===== config.mk =====
export PLATFORM = sky130hd
export DESIGN_NAME = pmc_top
export DESIGN_NICKNAME = d
export VERILOG_FILES = /design/src/hdl/pmc_clk_div.v /design/src/hdl/pmc_top.v
export VERILOG_INCLUDE_DIRS = /design/src /design/src/hdl
export SDC_FILE = /design/constraint.sdc
export NUM_CORES = 1
export LEC_CHECK = 0
export BUFFER_PORTS_ARGS = -buffer_cell sky130_fd_sc_hd__buf_4
export CAP_MARGIN = 20
export CORE_UTILIZATION = 35
export CTS_CLUSTER_DIAMETER = 150
export DETAILED_ROUTE_END_ITERATION = 12
export PLACE_DENSITY_LB_ADDON = 0.25
export SYNTH_ARGS = -nofsm -noshare
export SYNTH_HDL_FRONTEND = slang
export SYNTH_HIERARCHICAL = 1
export SYNTH_SLANG_ARGS = --single-unit

===== constraint.sdc =====
create_clock -name clk -period 3.3 [get_ports clk]
set_clock_uncertainty 0.2 [all_clocks]
set_input_delay 0.66 -clock clk [delete_from_list [all_inputs] [get_ports clk]]
set_output_delay 0.66 -clock clk [all_outputs]
set_load 0.05 [all_outputs]

===== src/hdl/pmc_regs.vh =====
// Register offsets, field positions, reset values and timing counts of the power-mode controller
`ifndef PMC_REGS_VH
`define PMC_REGS_VH

// Register offset (byte address of the system power control register)
`define PMC_SYS_POWER_CTRL_OFS   16'hd003
// Offset of the status register, read only
`define PMC_STATUS_OFS           16'hd004
// Offset of the stabilization wait register for interrupt wake from stop
`define PMC_SETTLE_CTRL_OFS      16'hd005

// Field positions in the system power control register
`define PMC_STOP_BIT             0
`define PMC_IDLE_BIT             1
`define PMC_DMA_IDLE_BIT         2
`define PMC_CS_LSB               3
`define PMC_CS_MSB               5
`define PMC_GIE_BIT              6

// Reset values
`define PMC_SYS_POWER_CTRL_RST   8'h00
`define PMC_SETTLE_CTRL_RST      8'h00

// Clock-select codes
`define PMC_CS_DIV16             3'h0
`define PMC_CS_DIV8              3'h1
`define PMC_CS_DIV2              3'h2
`define PMC_CS_DIV1              3'h3
`define PMC_CS_DIV1024           3'h4

// Power-on settle wait: 2^13 x 16 oscillator periods
`define PMC_POR_SETTLE_CYCLES    32'd131072
// Interrupt wake wait unit: settle code n waits (n+1) x this many cycles
`define PMC_SETTLE_UNIT_CYCLES   32'd256

`endif


===== src/hdl/pmc_clk_div.v =====
// Master clock divider that issues system clock enable pulses per clock-select code
`timescale 1ns/1ps
`default_nettype none
`include "pmc_regs.vh"

module pmc_clk_div (
	input  wire       clk,       // Master clock
	input  wire       reset,     // Synchronous reset, active high
	input  wire       ce,        // Clock enable, freezes all state when low
	input  wire       run,       // Oscillator running; divider held when low
	input  wire [2:0] sel,       // Clock-select code
	output reg        tick_q     // One-cycle system clock enable pulse
);

	reg  [9:0] cnt_q;        // Divide counter
	reg  [9:0] limit;        // Terminal count for the selected ratio

	// Divide ratio decode
	always @* begin
		case (sel)
			`PMC_CS_DIV16:   limit = 10'h00f;
			`PMC_CS_DIV8:    limit = 10'h007;
			`PMC_CS_DIV2:    limit = 10'h001;
			`PMC_CS_DIV1:    limit = 10'h000;
			`PMC_CS_DIV1024: limit = 10'h3ff;
			default:         limit = 10'h00f; // Unused codes fall back to the divide-by-16 reset ratio
		endcase
	end

	// A counter left past a new, smaller limit wraps at once, so no long stall
	always @(posedge clk) begin
		if (reset) begin
			cnt_q  <= 10'h000;
			tick_q <= 1'b0;
		end else if (ce) begin
			if (!run) begin
				cnt_q  <= 10'h000;
				tick_q <= 1'b0;
			end else if (cnt_q >= limit) begin
				cnt_q  <= 10'h000;
				tick_q <= 1'b1;
			end else begin
				cnt_q  <= cnt_q + 10'h001;
				tick_q <= 1'b0;
			end
		end
	end

endmodule
`default_nettype wire


===== src/hdl/pmc_top.v =====
// Power-mode controller: normal, slow, idle, DMA-idle and stop modes with settle wait
// Behaviour
// - Idle bit gates CPU clock, peripherals run
// - Reset leaving idle restores control defaults
// - Unmasked interrupt releases idle; masked needs reset
// - DMA-idle bit stops CPU clock
// - DMA request wakes CPU, acknowledge resleeps
// - Reset or interrupt also releases DMA-idle
// - Stop bit halts CPU, peripherals, oscillator
// - Stop woken only by reset, external, alarm
// - Reset from stop: defaults, /16, fetch zero
// - Interrupt wake from stop keeps clock select
// - Power-on waits 2^13 x 16 periods
// - Interrupt stop wake uses programmed settle wait
// - Clock-select codes map to documented divide ratios
// - Slow mode divides master clock
// - Bit 6 is global interrupt enable
//
// Strobed register access was decided locally.
`timescale 1ns/1ps
`default_nettype none
`include "pmc_regs.vh"

module pmc_top #(
	parameter POR_SETTLE_CYCLES  = `PMC_POR_SETTLE_CYCLES,  // Power-on settle count
	parameter SETTLE_UNIT_CYCLES = `PMC_SETTLE_UNIT_CYCLES  // Interrupt wake settle unit
) (
	input  wire        clk,             // Master clock, 250 MHz
	input  wire        reset,           // Synchronous reset, active high
	input  wire        ce,              // Clock enable
	input  wire [15:0] addr,            // Register address
	input  wire [7:0]  wdata,           // Write data
	input  wire        wr,              // Write strobe
	input  wire        rd,              // Read strobe
	output reg  [7:0]  rdata_q,         // Read data, valid the cycle after rd
	input  wire        irq_pending,     // Unmasked interrupt active, same domain
	input  wire [11:0] external_irq_lines, // Wake pins from outside
	input  wire        alarm_irq,       // Alarm interrupt, from another domain
	input  wire        dma_req,         // External DMA request pin
	input  wire        dma_ack,         // DMA acknowledge, same domain
	output reg         cpu_clk_en_q,    // CPU clock gate enable
	output reg         periph_clk_en_q, // Peripheral clock enable
	output reg         sys_tick_q,      // System clock enable pulse
	output reg         osc_en_q,        // Main oscillator enable
	output reg         global_irq_gate_q, // Global interrupt enable to controller
	output reg         cpu_restart_q    // Pulse: CPU fetches from address zero
);

	// One-hot mode states
	localparam [5:0] ST_SETTLE_POR = 6'h01; // Power-on settle wait
	localparam [5:0] ST_NORMAL     = 6'h02; // Running (normal or slow)
	localparam [5:0] ST_IDLE       = 6'h04; // CPU clock off
	localparam [5:0] ST_DMA_IDLE   = 6'h08; // CPU off until DMA request
	localparam [5:0] ST_DMA_RUN    = 6'h10; // CPU awake serving DMA
	localparam [5:0] ST_STOP_WAKE  = 6'h20; // Stop or its wake settle

	reg  [5:0]  state_q;       // Mode state
	reg  [7:0]  ctrl_q;        // System power control register
	reg  [7:0]  settle_sel_q;  // Programmed interrupt wake wait
	reg  [31:0] wait_q;        // Settle countdown
	reg         stopped_q;     // Oscillator halted inside stop state
	reg         rst_seen_q;    // Reset occurred; next release is a restart
	reg         first_q;       // Power-on not yet settled
	reg  [2:0]  eirq_s1_q;     // Sync stage one for wake pins, alarm and DMA request
	reg  [2:0]  eirq_s2_q;     // Sync stage two
	reg  [2:0]  eirq_s3_q;     // Sync stage three
	reg         wake_q;        // Filtered wake level
	reg         dreq_q;        // Filtered DMA request level
	wire        tick;          // Divider output
	wire [2:0]  raw_in;        // Asynchronous inputs to synchronise
	wire        ctrl_wr;       // Write to control register
	wire [31:0] irq_wait;      // Interrupt wake settle count

	assign raw_in   = {dma_req, alarm_irq, |external_irq_lines};
	assign ctrl_wr  = wr && (addr == `PMC_SYS_POWER_CTRL_OFS);
	assign irq_wait = ({24'h000000, settle_sel_q} + 32'd1) * SETTLE_UNIT_CYCLES;

	// Checks a requested mode-entry code against what the current state allows
	function legal_entry;
		input [5:0] st;
		input [2:0] req;
		begin
			legal_entry = (st == ST_NORMAL) &&
				((req == 3'h1) || (req == 3'h2) || (req == 3'h4));
		end
	endfunction

	// Three-stage synchronisers; a change counts once stages two and three agree
	genvar gi;
	generate
		for (gi = 0; gi < 3; gi = gi + 1) begin : g_sync
			always @(posedge clk) begin
				if (reset) begin
					eirq_s1_q[gi] <= 1'b0;
					eirq_s2_q[gi] <= 1'b0;
					eirq_s3_q[gi] <= 1'b0;
				end else if (ce) begin
					eirq_s1_q[gi] <= raw_in[gi];
					eirq_s2_q[gi] <= eirq_s1_q[gi];
					eirq_s3_q[gi] <= eirq_s2_q[gi];
				end
			end
		end
	endgenerate

	// Filtered levels; they only move when the last two stages agree
	always @(posedge clk) begin
		if (reset) begin
			wake_q <= 1'b0;
			dreq_q <= 1'b0;
		end else if (ce) begin
			if (eirq_s2_q[1:0] == eirq_s3_q[1:0])
				wake_q <= |eirq_s3_q[1:0];
			if (eirq_s2_q[2] == eirq_s3_q[2])
				dreq_q <= eirq_s3_q[2];
		end
	end

	// Register writes and mode state machine
	// Reset clears the control and settle registers; data registers live elsewhere and keep contents
	always @(posedge clk) begin
		if (reset) begin
			ctrl_q        <= `PMC_SYS_POWER_CTRL_RST;
			settle_sel_q  <= `PMC_SETTLE_CTRL_RST;
			rst_seen_q    <= 1'b1;
			cpu_restart_q <= 1'b0;
			if (first_q || (state_q == ST_STOP_WAKE) || (state_q == ST_SETTLE_POR)) begin
				// Reset during stop or before first settle restarts the long wait;
				// a reset held over several edges must not skip the wait it started
				state_q   <= ST_SETTLE_POR;
				wait_q    <= POR_SETTLE_CYCLES;
				stopped_q <= 1'b0;
			end else begin
				state_q   <= ST_NORMAL;
				wait_q    <= 32'd0;
				stopped_q <= 1'b0;
			end
		end else if (ce) begin
			cpu_restart_q <= 1'b0;
			if (wr && (addr == `PMC_SETTLE_CTRL_OFS))
				settle_sel_q <= wdata;
			case (state_q)
				ST_SETTLE_POR: begin
					if (wait_q > 32'd1) begin
						wait_q <= wait_q - 32'd1;
					end else begin
						state_q       <= ST_NORMAL;
						wait_q        <= 32'd0;
						cpu_restart_q <= rst_seen_q;
						rst_seen_q    <= 1'b0;
					end
				end
				ST_NORMAL: begin
					if (ctrl_wr) begin
						// Clock select and interrupt gate always accepted; mode bits checked
						ctrl_q[`PMC_CS_MSB:`PMC_CS_LSB] <= wdata[`PMC_CS_MSB:`PMC_CS_LSB];
						ctrl_q[`PMC_GIE_BIT] <= wdata[`PMC_GIE_BIT];
						if (legal_entry(state_q, wdata[2:0])) begin
							ctrl_q[2:0] <= wdata[2:0];
							if (wdata[`PMC_STOP_BIT]) begin
								state_q   <= ST_STOP_WAKE;
								stopped_q <= 1'b1;
							end else if (wdata[`PMC_IDLE_BIT]) begin
								state_q <= ST_IDLE;
							end else begin
								state_q <= ST_DMA_IDLE;
							end
						end
					end
				end
				ST_IDLE: begin
					if (irq_pending) begin
						state_q <= ST_NORMAL;
						ctrl_q[`PMC_IDLE_BIT] <= 1'b0;
					end
				end
				ST_DMA_IDLE: begin
					if (irq_pending) begin
						state_q <= ST_NORMAL;
						ctrl_q[`PMC_DMA_IDLE_BIT] <= 1'b0;
					end else if (dreq_q) begin
						state_q <= ST_DMA_RUN;
					end
				end
				ST_DMA_RUN: begin
					if (irq_pending) begin
						state_q <= ST_NORMAL;
						ctrl_q[`PMC_DMA_IDLE_BIT] <= 1'b0;
					end else if (dma_ack) begin
						state_q <= ST_DMA_IDLE;
					end
				end
				ST_STOP_WAKE: begin
					if (stopped_q) begin
						// Only wake pins and alarm are seen here; clock select kept
						if (wake_q) begin
							stopped_q <= 1'b0;
							wait_q    <= irq_wait;
						end
					end else if (wait_q > 32'd1) begin
						wait_q <= wait_q - 32'd1;
					end else begin
						state_q <= ST_NORMAL;
						wait_q  <= 32'd0;
						ctrl_q[`PMC_STOP_BIT] <= 1'b0;
					end
				end
				default: begin
					state_q <= ST_NORMAL;
				end
			endcase
		end
	end

	// Clock gating outputs follow mode state
	always @(posedge clk) begin
		if (reset) begin
			cpu_clk_en_q      <= 1'b0;
			periph_clk_en_q   <= 1'b0;
			osc_en_q          <= 1'b1;
			global_irq_gate_q <= 1'b0;
			sys_tick_q        <= 1'b0;
		end else if (ce) begin
			cpu_clk_en_q      <= (state_q == ST_NORMAL) || (state_q == ST_DMA_RUN);
			periph_clk_en_q   <= (state_q != ST_STOP_WAKE) && (state_q != ST_SETTLE_POR);
			osc_en_q          <= !((state_q == ST_STOP_WAKE) && stopped_q);
			global_irq_gate_q <= ctrl_q[`PMC_GIE_BIT];
			sys_tick_q        <= tick;
		end
	end

	// Read port; data stands one cycle after the strobe
	always @(posedge clk) begin
		if (reset) begin
			rdata_q <= 8'h00;
		end else if (ce) begin
			if (rd) begin
				case (addr)
					`PMC_SYS_POWER_CTRL_OFS: rdata_q <= {1'b0, ctrl_q[6:0]};
					`PMC_STATUS_OFS:         rdata_q <= {2'b00, state_q};
					`PMC_SETTLE_CTRL_OFS:    rdata_q <= settle_sel_q;
					default:                 rdata_q <= 8'h00;
				endcase
			end else begin
				rdata_q <= 8'h00;
			end
		end
	end

	// Divider runs while oscillator is up; held during stop
	pmc_clk_div u_div (
		.clk    (clk),
		.reset  (reset),
		.ce     (ce),
		.run    (osc_en_q),
		.sel    (ctrl_q[`PMC_CS_MSB:`PMC_CS_LSB]),
		.tick_q (tick)
	);

	// Power-on flag, cleared when the first settle completes
	always @(posedge clk) begin
		if (ce && !reset && (state_q == ST_NORMAL))
			first_q <= 1'b0;
	end
	initial first_q = 1'b1;

endmodule
`default_nettype wire


==> Word level (Yosys, flattened, before mapping) <==
Cells that the tools add are included.
{ "classes": {"add_sub_neg": 3, "order_cmp": 2, "n_eq_ne": 34, "muxes": 45, "bitwise": 1, "reduce_logical": 29} }
{ "ops": {"columns": ["op", "n"], "rows": [
  ["$mux 32", 5],
  ["$mux 6", 12],
  ["$pmux 32 s2", 1],
  ["$eq 16x16->1 const B", 3],
  ["$pmux 10 s4", 1],
  ["$pmux 6 s6", 1],
  ["$gt 32x1->1 const B", 1],
  ["$sub 32x1->32 const B", 1],
  ["$pmux 8 s3", 1],
  ["$mux 10", 2],
  ["$mux 18", 1],
  ["$reduce_and 5->1", 3],
  ["$mux 1", 12],
  ["$ne 2x2->1 const B", 6],
  ["$ne 3x3->1 const B", 4],
  ["$ne 4x4->1 const B", 3],
  ["$reduce_or 12->1", 1],
  ["$add 10x1->10 const B", 1],
  ["$ge 10x10->1", 1],
  ["$add 8x1->9 const B", 1],
  ["$eq 3x2->1 const B", 3],
  ["$reduce_and 3->1", 3],
  ["$mux 8", 1],
  ["$pmux 1 s2", 4],
  ["other kinds (26)", 42]
]} }
{ "totals": {"register_bits": 91} }

==> Logic depth before layout (Yosys ltp) <==
Gate-level depths: netlist (run 1).
{ "depth": {"ltp_word": 9, "depth_mapped": 8, "ltp_nobuf": 8} }

==> Modules after synthesis <==
Netlist (run 1), hierarchy kept.
{ "by_module_without_submodules": {"columns": ["mod", "n_inst", "cells_per_inst", "area_each_um2", "seq_area_each_um2"], "rows": [
  ["pmc_top", 1, 427, 4170.2, 1981.9],
  ["pmc_clk_div", 1, 93, 814.5, 220.2]
]} }

==> Worst setup path after synthesis (run 1) <==
No wires, ideal clock.
{ "synth_timing": {"path_type": "input port to flip-flop", "startpoint": "input ce", "endpoint": "register wait_q[0] (enable)", "arrival_time_ps": 2933, "t_required_ps": 2672, "setup_slack_ps": -261, "path_stages": 4, "cell_sequence": "clkbuf_1 -> buf_1 -> nand2_1 -> o21bai_1"} }
{ "synth_between": {"elab_chain_cells": 2} }
{ "synth_rtl": {"columns": ["item", "line_no", "text"], "rows": [
  ["start: declaration", "pmc_top.v:30", "input wire ce,"],
  ["$reduce_bool 2->1 (no source line)", null, null],
  ["$reduce_and 3->1 (no source line)", null, null],
  ["end signal: assignment", "pmc_top.v:145", "wait_q <= wait_q - 32'd1;"],
  ["end signal: assignment", "pmc_top.v:198", "wait_q <= irq_wait;"],
  ["end signal: assignment", "pmc_top.v:201", "wait_q <= wait_q - 32'd1;"],
  ["end: declaration", "pmc_top.v:60", "reg [31:0] wait_q;"]
]} }
No other way between the ends.
A chain may end at the register's enable or synchronous reset.

==> Worst setup path in the final report (run 1) <==
{ "layout_timing": {"startpoint": "register wait_q[26]", "endpoint": "register wait_q[10], data pin"} }
{ "layout_between": {"elab_chain_cells": 6} }
{ "layout_rtl": {"columns": ["item", "line_no", "text"], "rows": [
  ["$gt 32x1->1 (*)", "pmc_top.v:144, pmc_top.v:200", null],
  ["$mux 32 (*)", "pmc_top.v:144, pmc_top.v:200", null],
  ["$mux 32", "pmc_top.v:194", "if (stopped_q) begin"],
  ["$pmux 32 s2 (*)", "pmc_top.v:142", "case (state_q)"],
  ["$mux 32 (*)", "pmc_top.v:138", "end else if (ce) begin"],
  ["$mux 32 (*)", "pmc_top.v:122", "if (reset) begin"]
]} }
Every way passes the cells marked *; elsewhere a longest branch is shown, timed or not. The select of a mux whose other input is x is not followed.

==> flow_summary.json, run 1 <==
{
  "status": "complete, no violations",
  "crit_path_max_fanout": 32,
  "grt_overflow": 0,
  "avgSynthCellArea_um2": 9.59,
  "syn_inst": 520,
  "dr.pass1.iters": 5,
  "post-route-drc-count": 0,
  "numPortBuffers": 58,
  "dpl_cell_area_um2": 5640,
  "max_freq_mhz": 365,
  "synth_ff_type": "dfxtp_1",
  "cts_resized": 0,
  "grt_usage": 0.176,
  "worst_ep_arrival_time_ns": 2.63,
  "holdBufCountCts": 0,
  "setup_violations": 0,
  "die_w_um": 121,
  "finalNetCount": 638,
  "synth.area.top_cells": "edfxtp_1 (23%), dfxtp_1 (21%), nor2_1 (5.0%)",
  "area_growth_pct": 19.5,
  "nFillCells": 1368,
  "power_density_nw_per_um2": 443,
  "fp-row-count": 43,
  "wirelength_mm": 12.0,
  "num_io_pins": 59,
  "clkTransAtPathRegs_ns": 0.06,
  "grt_max_degree": 57,
  "netlist_area_um2": 4980,
  "syn-num-nets": 579,
  "yosys.area.top_type": "edfxtp_1",
  "routedWlPerCell_um": 15.8,
  "drt_iter0_drc": 314,
  "dieArea_um2": 14700,
  "critPathCaptureType": "flop",
  "rsz0062_at_grt": "no",
  "final_area_um2": 5950,
  "hp-class": "reg2reg",
  "clockBufferDepth": 2,
  "numClockSinks": 91,
  "drive_gt1_frac": 0.173,
  "grt_pass1_wl_mm": 20.1,
  "cts-root-buf": "clkbuf_16",
  "place.gp.congestion": 0.880,
  "synth_top_area_frac": 0.229,
  "yosysWarnings": 6,
  "hold_viol_final": 0,
  "tightestPinTransition_ns": 0.647,
  "worstSetupPathType": "reg2reg",
  "period_minus_slack_ns": 2.74,
  "fp.dieH_um": 121,
  "final_cell_mix": "nor2_1 (67), buf_4 (66), dfxtp_1 (53), edfxtp_1 (38), nand2_1 (36)",
  "async_reset_ff_frac": 0,
  "period_share": 0.831,
  "postCtsSetupBuffers": 0,
  "cts.htree.levels": 3,
  "synth_edf_count": 38,
  "hpwl_mm": 8.46,
  "ys_types": 57,
  "leakage_nw": 2.27,
  "num_antenna_cells": 0,
  "ant_nets": 0,
  "slew_headroom": 0.565,
  "final_common_cell": "nor2_1",
  "cts-buffers-inserted": 9,
  "peakVddDrop_mv": 0.350,
  "grt_pass1_vias": 4048,
  "start_util": 0.359,
  "required_ns": 3.19,
  "dr_total_vias": 4139,
  "worstSetupStartpointType": "flop",
  "ys_ff_latch": 91,
  "fin_setup_tns_ns": 0,
  "viasPerCell": 5.42,
  "slew_viol_final": 0,
  "cap_viol_max_count": 0,
  "cts_tree": "done",
  "clock_latency_ns": 0.35,
  "yosysSeqAreaShare": 0.442,
  "core_um2": 13900,
  "grt_antenna_before_repair": 0
}
area by class of cell:
type	instances	area [um2]	area share
multi-input cells	399	2670	0.448
flip-flops and latches	91	2200	0.370
repair buffers	66	495	0.0832
clock buffers	14	305	0.0513
well taps	180	225	0.0378
inverters	12	45.0	0.00756
clock inverters	2	13.8	0.00231
cells in the mapped netlist, types with 3 or more instances:
master	count
nand2_1	36
o22ai_1	9
o31ai_1	4
or3_1	6
xnor2_1	14
nor3_1	11
xor2_1	25
or4_1	9
ha_1	14
a21o_1	4
buf_2	5
a22oi_1	8
nand4_1	20
nor2_1	67
dfxtp_1	53
a22o_1	4
clkbuf_1	11
o21bai_1	3
nor4b_1	3
nand4b_1	3
nand3_1	20
o21ai_0	19
mux2_2	6
or2_2	3
inv_1	12
a21oi_1	15
nand3b_1	5
nor2b_1	5
and3_1	5
and4_1	3
nor4_1	15
edfxtp_1	38
nand2b_1	7
o22a_1	3
mux2i_1	24
sequential cells by signal, summed over array words and instances, names as in the netlist:
signal and count:
wait_q 32, u_div/cnt_q 10, rdata_q 8, settle_sel_q 8, ctrl_q 7, state_q 6
eirq_s1_q 3, eirq_s2_q 3, eirq_s3_q 3, cpu_clk_en_q 1, cpu_restart_q 1, dreq_q 1
global_irq_gate_q 1, osc_en_q 1, periph_clk_en_q 1, rst_seen_q 1, stopped_q 1, sys_tick_q 1
u_div/tick_q 1, wake_q 1
power breakdown:
group          internal (mW)  switching (mW)
Clock                  0.639           0.437
Sequential              1.23          0.0560
Combinational          0.120           0.157
Total                   1.99           0.650
worst paths after layout:
| path | from | end | slack [ns] | depth (start not counted) |
|---|---|---|---|---|
| worst max register to register | wait_q[26] | wait_q[10] | 0.56 | 6 |
| worst min register to register | u_div/tick_q | u_div/tick_q | 0.25 | 2 |
| worst min-delay path | u_div/tick_q | u_div/tick_q | 0.25 | 2 |
| worst max-delay path | wait_q[26] | wait_q[10] | 0.56 | 6 |
worst max-delay path, cell delays in order, from the launching register on:
cell	delay (ns)
edfxtp_1	0.43
or4_1	0.62
nor4_1	0.30
nand4_1	0.29
nand3b_1	0.16
buf_4	0.34
o22ai_1	0.15
kinds of logic after synthesis:
group                      after synthesis  synth area share
xor gates and xnor gates                39            0.0685
muxes                                   30            0.0617
and+or+nand+nor                        231             0.250
DFF                                     91             0.442
AOI/OAI and AO/OA                       85             0.119
buffers and inverters                   30            0.0238
adders and majority gates               14            0.0351
through the flow:
step / util / instances / hold slack [ns] / power, mW / setup WS [ns]
after global placement: 0.406 / 748 / 0.234 / 1.58 / 0.553
after CTS: 0.429 / 764 / 0.251 / 2.66 / 0.539
after global routing: 0.429 / 764 / 0.279 / 2.75 / 0.386
final: 0.429 / 764 / 0.248 / 2.64 / 0.559
after floorplan: - / 520 / 0.222 / 1.48 / 0.390
after detailed placement: 0.406 / 748 / 0.240 / 1.58 / 0.512
layer usage:
| metal | GRT usage | vias to the layer above | wire length, um |
|---|---|---|---|
| met5 | 0 | - | 0 |
| met4 | 0.0640 | 0 | 178 |
| met2 | 0.277 | 83 | 5720 |
| met1 | 0.233 | 1989 | 5690 |
| met3 | 0.0432 | 13 | 460 |
| li1 | - | 2054 | - |
Power figures use the tool's default switching activity.
==> run 2: changes to the inputs <==
Clock period 3.3 ns to 2.61 ns, I/O delays scaled along.
==> flow_summary.json, run 2 (synthesis results as in run 1) <==
{
  "slowest_stage": "o311a_2",
  "start_util": 0.359,
  "core_um2": 13900,
  "num_antenna_cells": 0,
  "grt_pass1_vias": 4204,
  "clock_latency_ns": 0.35,
  "final_common_cell": "buf_4",
  "max_freq_mhz": 400,
  "peakVddDrop_mv": 0.439,
  "period_share": 0.958,
  "die_w_um": 121,
  "dr.pass1.iters": 4,
  "dp_cells": 770,
  "required_ns": 2.66,
  "clockBufferDepth": 2,
  "instances_no_fill": 787,
  "area_growth_pct": 23.0,
  "reg2reg_depth": 7,
  "slew_headroom": 0.585,
  "grt_overflow": 0,
  "tightestPinTransition_ns": 0.616,
  "drive_gt1_frac": 0.208,
  "top_regs": "wait_q x32, u_div/cnt_q x10",
  "r2r-start": "ctrl_q[4]",
  "total_power_mw": 3.29,
  "numClockSinks": 91,
  "period_minus_slack_ns": 2.50,
  "numPortBuffers": 58,
  "viasPerCell": 5.34,
  "final_area_um2": 6130,
  "power_density_nw_per_um2": 537,
  "dr_total_vias": 4199,
  "cpPeakStageDelay_ns": 0.53,
  "cap_viol_max_count": 0,
  "hold_viol_final": 0,
  "largest_register_ffs": 32,
  "fp.dieH_um": 121,
  "crit_end": "u_div/cnt_q[6]",
  "setup_violations": 0,
  "layout_setup_ws_ns": 0.110,
  "status": "complete, no violations",
  "dpl_cell_area_um2": 5830,
  "worstSetupPathType": "reg2reg",
  "worst-path-stages": 7,
  "largest_register": "wait_q",
  "reg2reg_to": "u_div/cnt_q[6]",
  "routedWlPerCell_um": 15.5,
  "place.gp.congestion": 0.875,
  "fp-row-count": 43,
  "r2r_slack_ns": 0.11,
  "ant_nets": 0,
  "cts-root-buf": "clkbuf_16",
  "grt_max_degree": 33,
  "cts-buffers-inserted": 9,
  "hpwl_mm": 9.04,
  "critPathTopFamily": "simple AND/OR/NAND/NOR gates",
  "post-route-drc-count": 0,
  "clkTransAtPathRegs_ns": 0.06,
  "dieArea_um2": 14700,
  "grt_antenna_before_repair": 0,
  "grt_usage": 0.181,
  "cts_tree": "done",
  "cp_cell_sequence": "nor2_1 -> nand2_1 -> ha_1 -> nand4_1 -> o311a_2 -> and4_1 -> o22a_1",
  "worst_ep_arrival_time_ns": 2.55,
  "crit_path_max_fanout": 6,
  "finalNetCount": 661,
  "cp_num_buf_inv": 0,
  "critPathCaptureType": "flop",
  "wirelength_mm": 12.2,
  "drt_iter0_drc": 290,
  "cts.htree.levels": 3,
  "dp_slack_ns": 0.0778,
  "final_cell_mix": "buf_4 (87), nor2_1 (67), dfxtp_1 (53), edfxtp_1 (38), nand2_1 (36)",
  "worstSetupStartpointType": "flop",
  "grt_pass1_wl_mm": 20.8,
  "num_io_pins": 59,
  "hp-class": "in2reg",
  "holdBufCountCts": 0,
  "leakage_nw": 2.38,
  "slew_viol_final": 0,
  "cp-startpoint": "ctrl_q[4]"
}
run 2: cell types whose count changed in the layout (fill, tap and decap cells not counted), moves of 2 or more:
| cell | previous run | this run |
|---|---|---|
| inv_4 | 0 | 2 |
| buf_4 | 66 | 87 |
| clkbuf_8 | 4 | 2 |
| buf_12 | 0 | 2 |
run 2: through the flow:
stage          setup TNS, ns  hold WS (ns)   util
3_3_place_gp               0         0.236  0.420
2_1_floorplan              0         0.222      -
5_1_grt              -0.0240         0.213  0.442
4_1_cts                    0         0.201  0.441
3_5_place_dp               0         0.239  0.420
6_report                   0         0.207  0.442
run 2: how the worst min path moves through the flow:
| stage | startpoint | endpoint | slack [ns] | cells after the start |
|---|---|---|---|---|
| final | dma_req | eirq_s1_q[2] | 0.21 | 3 |
| after global routing | dma_req | eirq_s1_q[2] | 0.21 | 3 |
| after CTS | alarm_irq | eirq_s1_q[1] | 0.20 | 3 |
| after detailed placement | u_div/tick_q | u_div/tick_q | 0.24 | 2 |
| after global placement | rst_seen_q | rst_seen_q | 0.24 | 1 |
| after floorplan | u_div/tick_q | u_div/tick_q | 0.22 | 2 |
run 2: final cells by class:
| class | instances | area (um2) |
|---|---|---|
| flip-flops and latches | 91 | 2200 |
| fillers | 1360 | 7750 |
| multi-input cells | 399 | 2680 |
| well taps | 180 | 225 |
| inverters | 12 | 45.0 |
| clock inverters | 5 | 33.8 |
| clock buffers | 11 | 253 |
| repair buffers | 89 | 693 |
run 2: metal layers:
layer  up-vias  global-route usage  wire length [um]
met2        94               0.294              5740
met1      1983               0.230              5650
met3        19              0.0432               601
met5         -                   0                 0
li1       2103                   -                 -
met4         0              0.0671               200
run 2: worst register-to-register path, stage by stage, from the launching register on:
cell and delay [ns]:
dfxtp_1 0.34, nor2_1 0.15, nand2_1 0.19, ha_1 0.37
nand4_1 0.23, o311a_2 0.53, and4_1 0.20, o22a_1 0.18
run 2: report_power, final:
group	total (mW)	switching (mW)	leakage (nW)	internal [mW]
sequential	1.61	0.0605	0.820	1.55
combinational	0.401	0.218	1.42	0.183
clock	1.28	0.578	0.143	0.701
run 2: what timing repair did:
action,in CTS,in global routing
setup endpoints to repair,0,11
resized for setup,0,2
setup buffers,0,1
==> run 3: changes to the inputs <==
Settings changed: CELL_PAD_IN_SITES_DETAIL_PLACEMENT set to 1, CELL_PAD_IN_SITES_GLOBAL_PLACEMENT set to 2.
==> flow_summary.json, run 3 (synthesis results as in run 1) <==
{
  "max_freq_mhz": 401,
  "viasPerCell": 5.45,
  "worstSetupStartpointType": "flop",
  "dp_cells": 772,
  "routedWlPerCell_um": 17.4,
  "holdBufCountCts": 0,
  "numClockSinks": 91,
  "hold_slack_ns": 0.211,
  "crit_path_max_fanout": 7,
  "cts_tree": "done",
  "core_um2": 13900,
  "critPathCaptureType": "flop",
  "grt_usage": 0.201,
  "final_common_cell": "buf_4",
  "clkPwrFrac": 0.409,
  "seqPwrFrac": 0.470,
  "p_sw_mw": 0.848,
  "largest_register": "wait_q",
  "die_w_um": 121,
  "grt_max_degree": 33,
  "switching_share": 0.247,
  "start_util": 0.359,
  "top_regs": "wait_q x32, u_div/cnt_q x10",
  "grt_pass1_wl_mm": 23.0,
  "fp-row-count": 43,
  "power_frac_comb": 0.121,
  "cap_viol_max_count": 0,
  "period_share": 0.956,
  "clkTransAtPathRegs_ns": 0.06,
  "leakage_nw": 2.41,
  "final_cell_mix": "buf_4 (89), nor2_1 (67), dfxtp_1 (53), edfxtp_1 (38), nand2_1 (35)",
  "largest_register_ffs": 32,
  "cts-root-buf": "clkbuf_16",
  "dr_total_vias": 4303,
  "status": "complete, no violations",
  "num_io_pins": 59,
  "num_antenna_cells": 0,
  "setup_violations": 0,
  "cts-buffers-inserted": 9,
  "slew_viol_final": 0,
  "tightestPinTransition_ns": 0.639,
  "wirelength_mm": 13.8,
  "place.gp.congestion": 0.838,
  "hp-class": "in2reg",
  "peakVddDrop_mv": 0.288,
  "instances_no_fill": 789,
  "dieArea_um2": 14700,
  "grt_overflow": 0,
  "period_minus_slack_ns": 2.50,
  "hold_viol_final": 0,
  "numPortBuffers": 58,
  "grt_antenna_before_repair": 0,
  "hpwl_mm": 10.3,
  "drive_gt1_frac": 0.215,
  "power_density_nw_per_um2": 554,
  "clockBufferDepth": 2,
  "worstSetupPathType": "reg2reg",
  "drt_iter0_drc": 203,
  "fp.dieH_um": 121,
  "post-route-drc-count": 0,
  "slew_headroom": 0.569,
  "finalNetCount": 663,
  "final_area_um2": 6200,
  "grt_pass1_vias": 4549,
  "worst_ep_arrival_time_ns": 2.58,
  "area_growth_pct": 24.4,
  "dr.pass1.iters": 4,
  "fin_setup_tns_ns": 0,
  "required_ns": 2.70,
  "dpl_cell_area_um2": 5850,
  "ant_nets": 0,
  "cts.htree.levels": 3,
  "clock_latency_ns": 0.35,
  "power.internal_mw": 2.59
}
## run 3: changes by cell type in the layout (fill, tap and decap cells not counted), sizes merged
cell	delta
clkbuf	+1
clkinv	+2
bufinv	+1
buf	+2
clkinvlp	-1
inv	-3
## run 3: power groups by stage
| stage | registers [mW] | logic [mW] | clock network (mW) |
|---|---|---|---|
| 3_3_place_gp | 1.64 | 0.400 | 0 |
| 5_1_grt | 1.62 | 0.456 | 1.49 |
| 6_report | 1.62 | 0.415 | 1.41 |
| 4_1_cts | 1.62 | 0.412 | 1.44 |
| 3_5_place_dp | 1.65 | 0.409 | 0 |
| 2_1_floorplan | 1.64 | 0.223 | 0 |
## run 3: final timing paths
kind                                  endpoint  cells past startpoint          from  slack [ns]
worst max register to register  u_div/cnt_q[5]                      8     ctrl_q[4]        0.11
worst max-delay path            u_div/cnt_q[5]                      8     ctrl_q[4]        0.11
worst min-delay path              eirq_s1_q[1]                      3     alarm_irq        0.21
worst min register to register    u_div/tick_q                      2  u_div/tick_q        0.26
## run 3: layout make-up
type	count	area, um2
tap	180	225
sequential	91	2200
multi-input combinational	399	2700
inverter	12	45.0
clock buffer	12	278
timing repair buffer	91	708
clock inverter	4	45.0
fill	1592	7680
## run 3: critical path: stages, from the launching register on
cell      delay [ns]
dfxtp_1         0.34
nor2_1          0.18
nand2_2         0.14
ha_1            0.33
a211o_1         0.27
o211ai_2        0.11
o311ai_4        0.21
or4_1           0.56
nand3_1         0.09
## run 3: per-layer routing
layer,vias to the layer above,wire length [um],share of wire,track usage
met5,-,0,0,0
met4,0,233,0.017,0.0725
met3,15,422,0.031,0.0320
met2,61,6830,0.50,0.344
met1,2125,6280,0.46,0.254
li1,2102,-,-,-
## run 3: stage by stage
stage	power [mW]	setup WS, ns	util
floorplan	1.87	0.139	-
global placement	2.04	0.129	0.421
detailed placement	2.06	0.0229	0.421
CTS	3.47	0.00847	0.445
global route	3.57	-0.0214	0.447
finish	3.44	0.115	0.447
## run 3: timing repair
action / in CTS / in global routing
endpoints found under the setup margin: 0 / 32
hold endpoints to repair: 0 / 0
buffers inserted: 0 / 1
gates resized for setup: 0 / 5
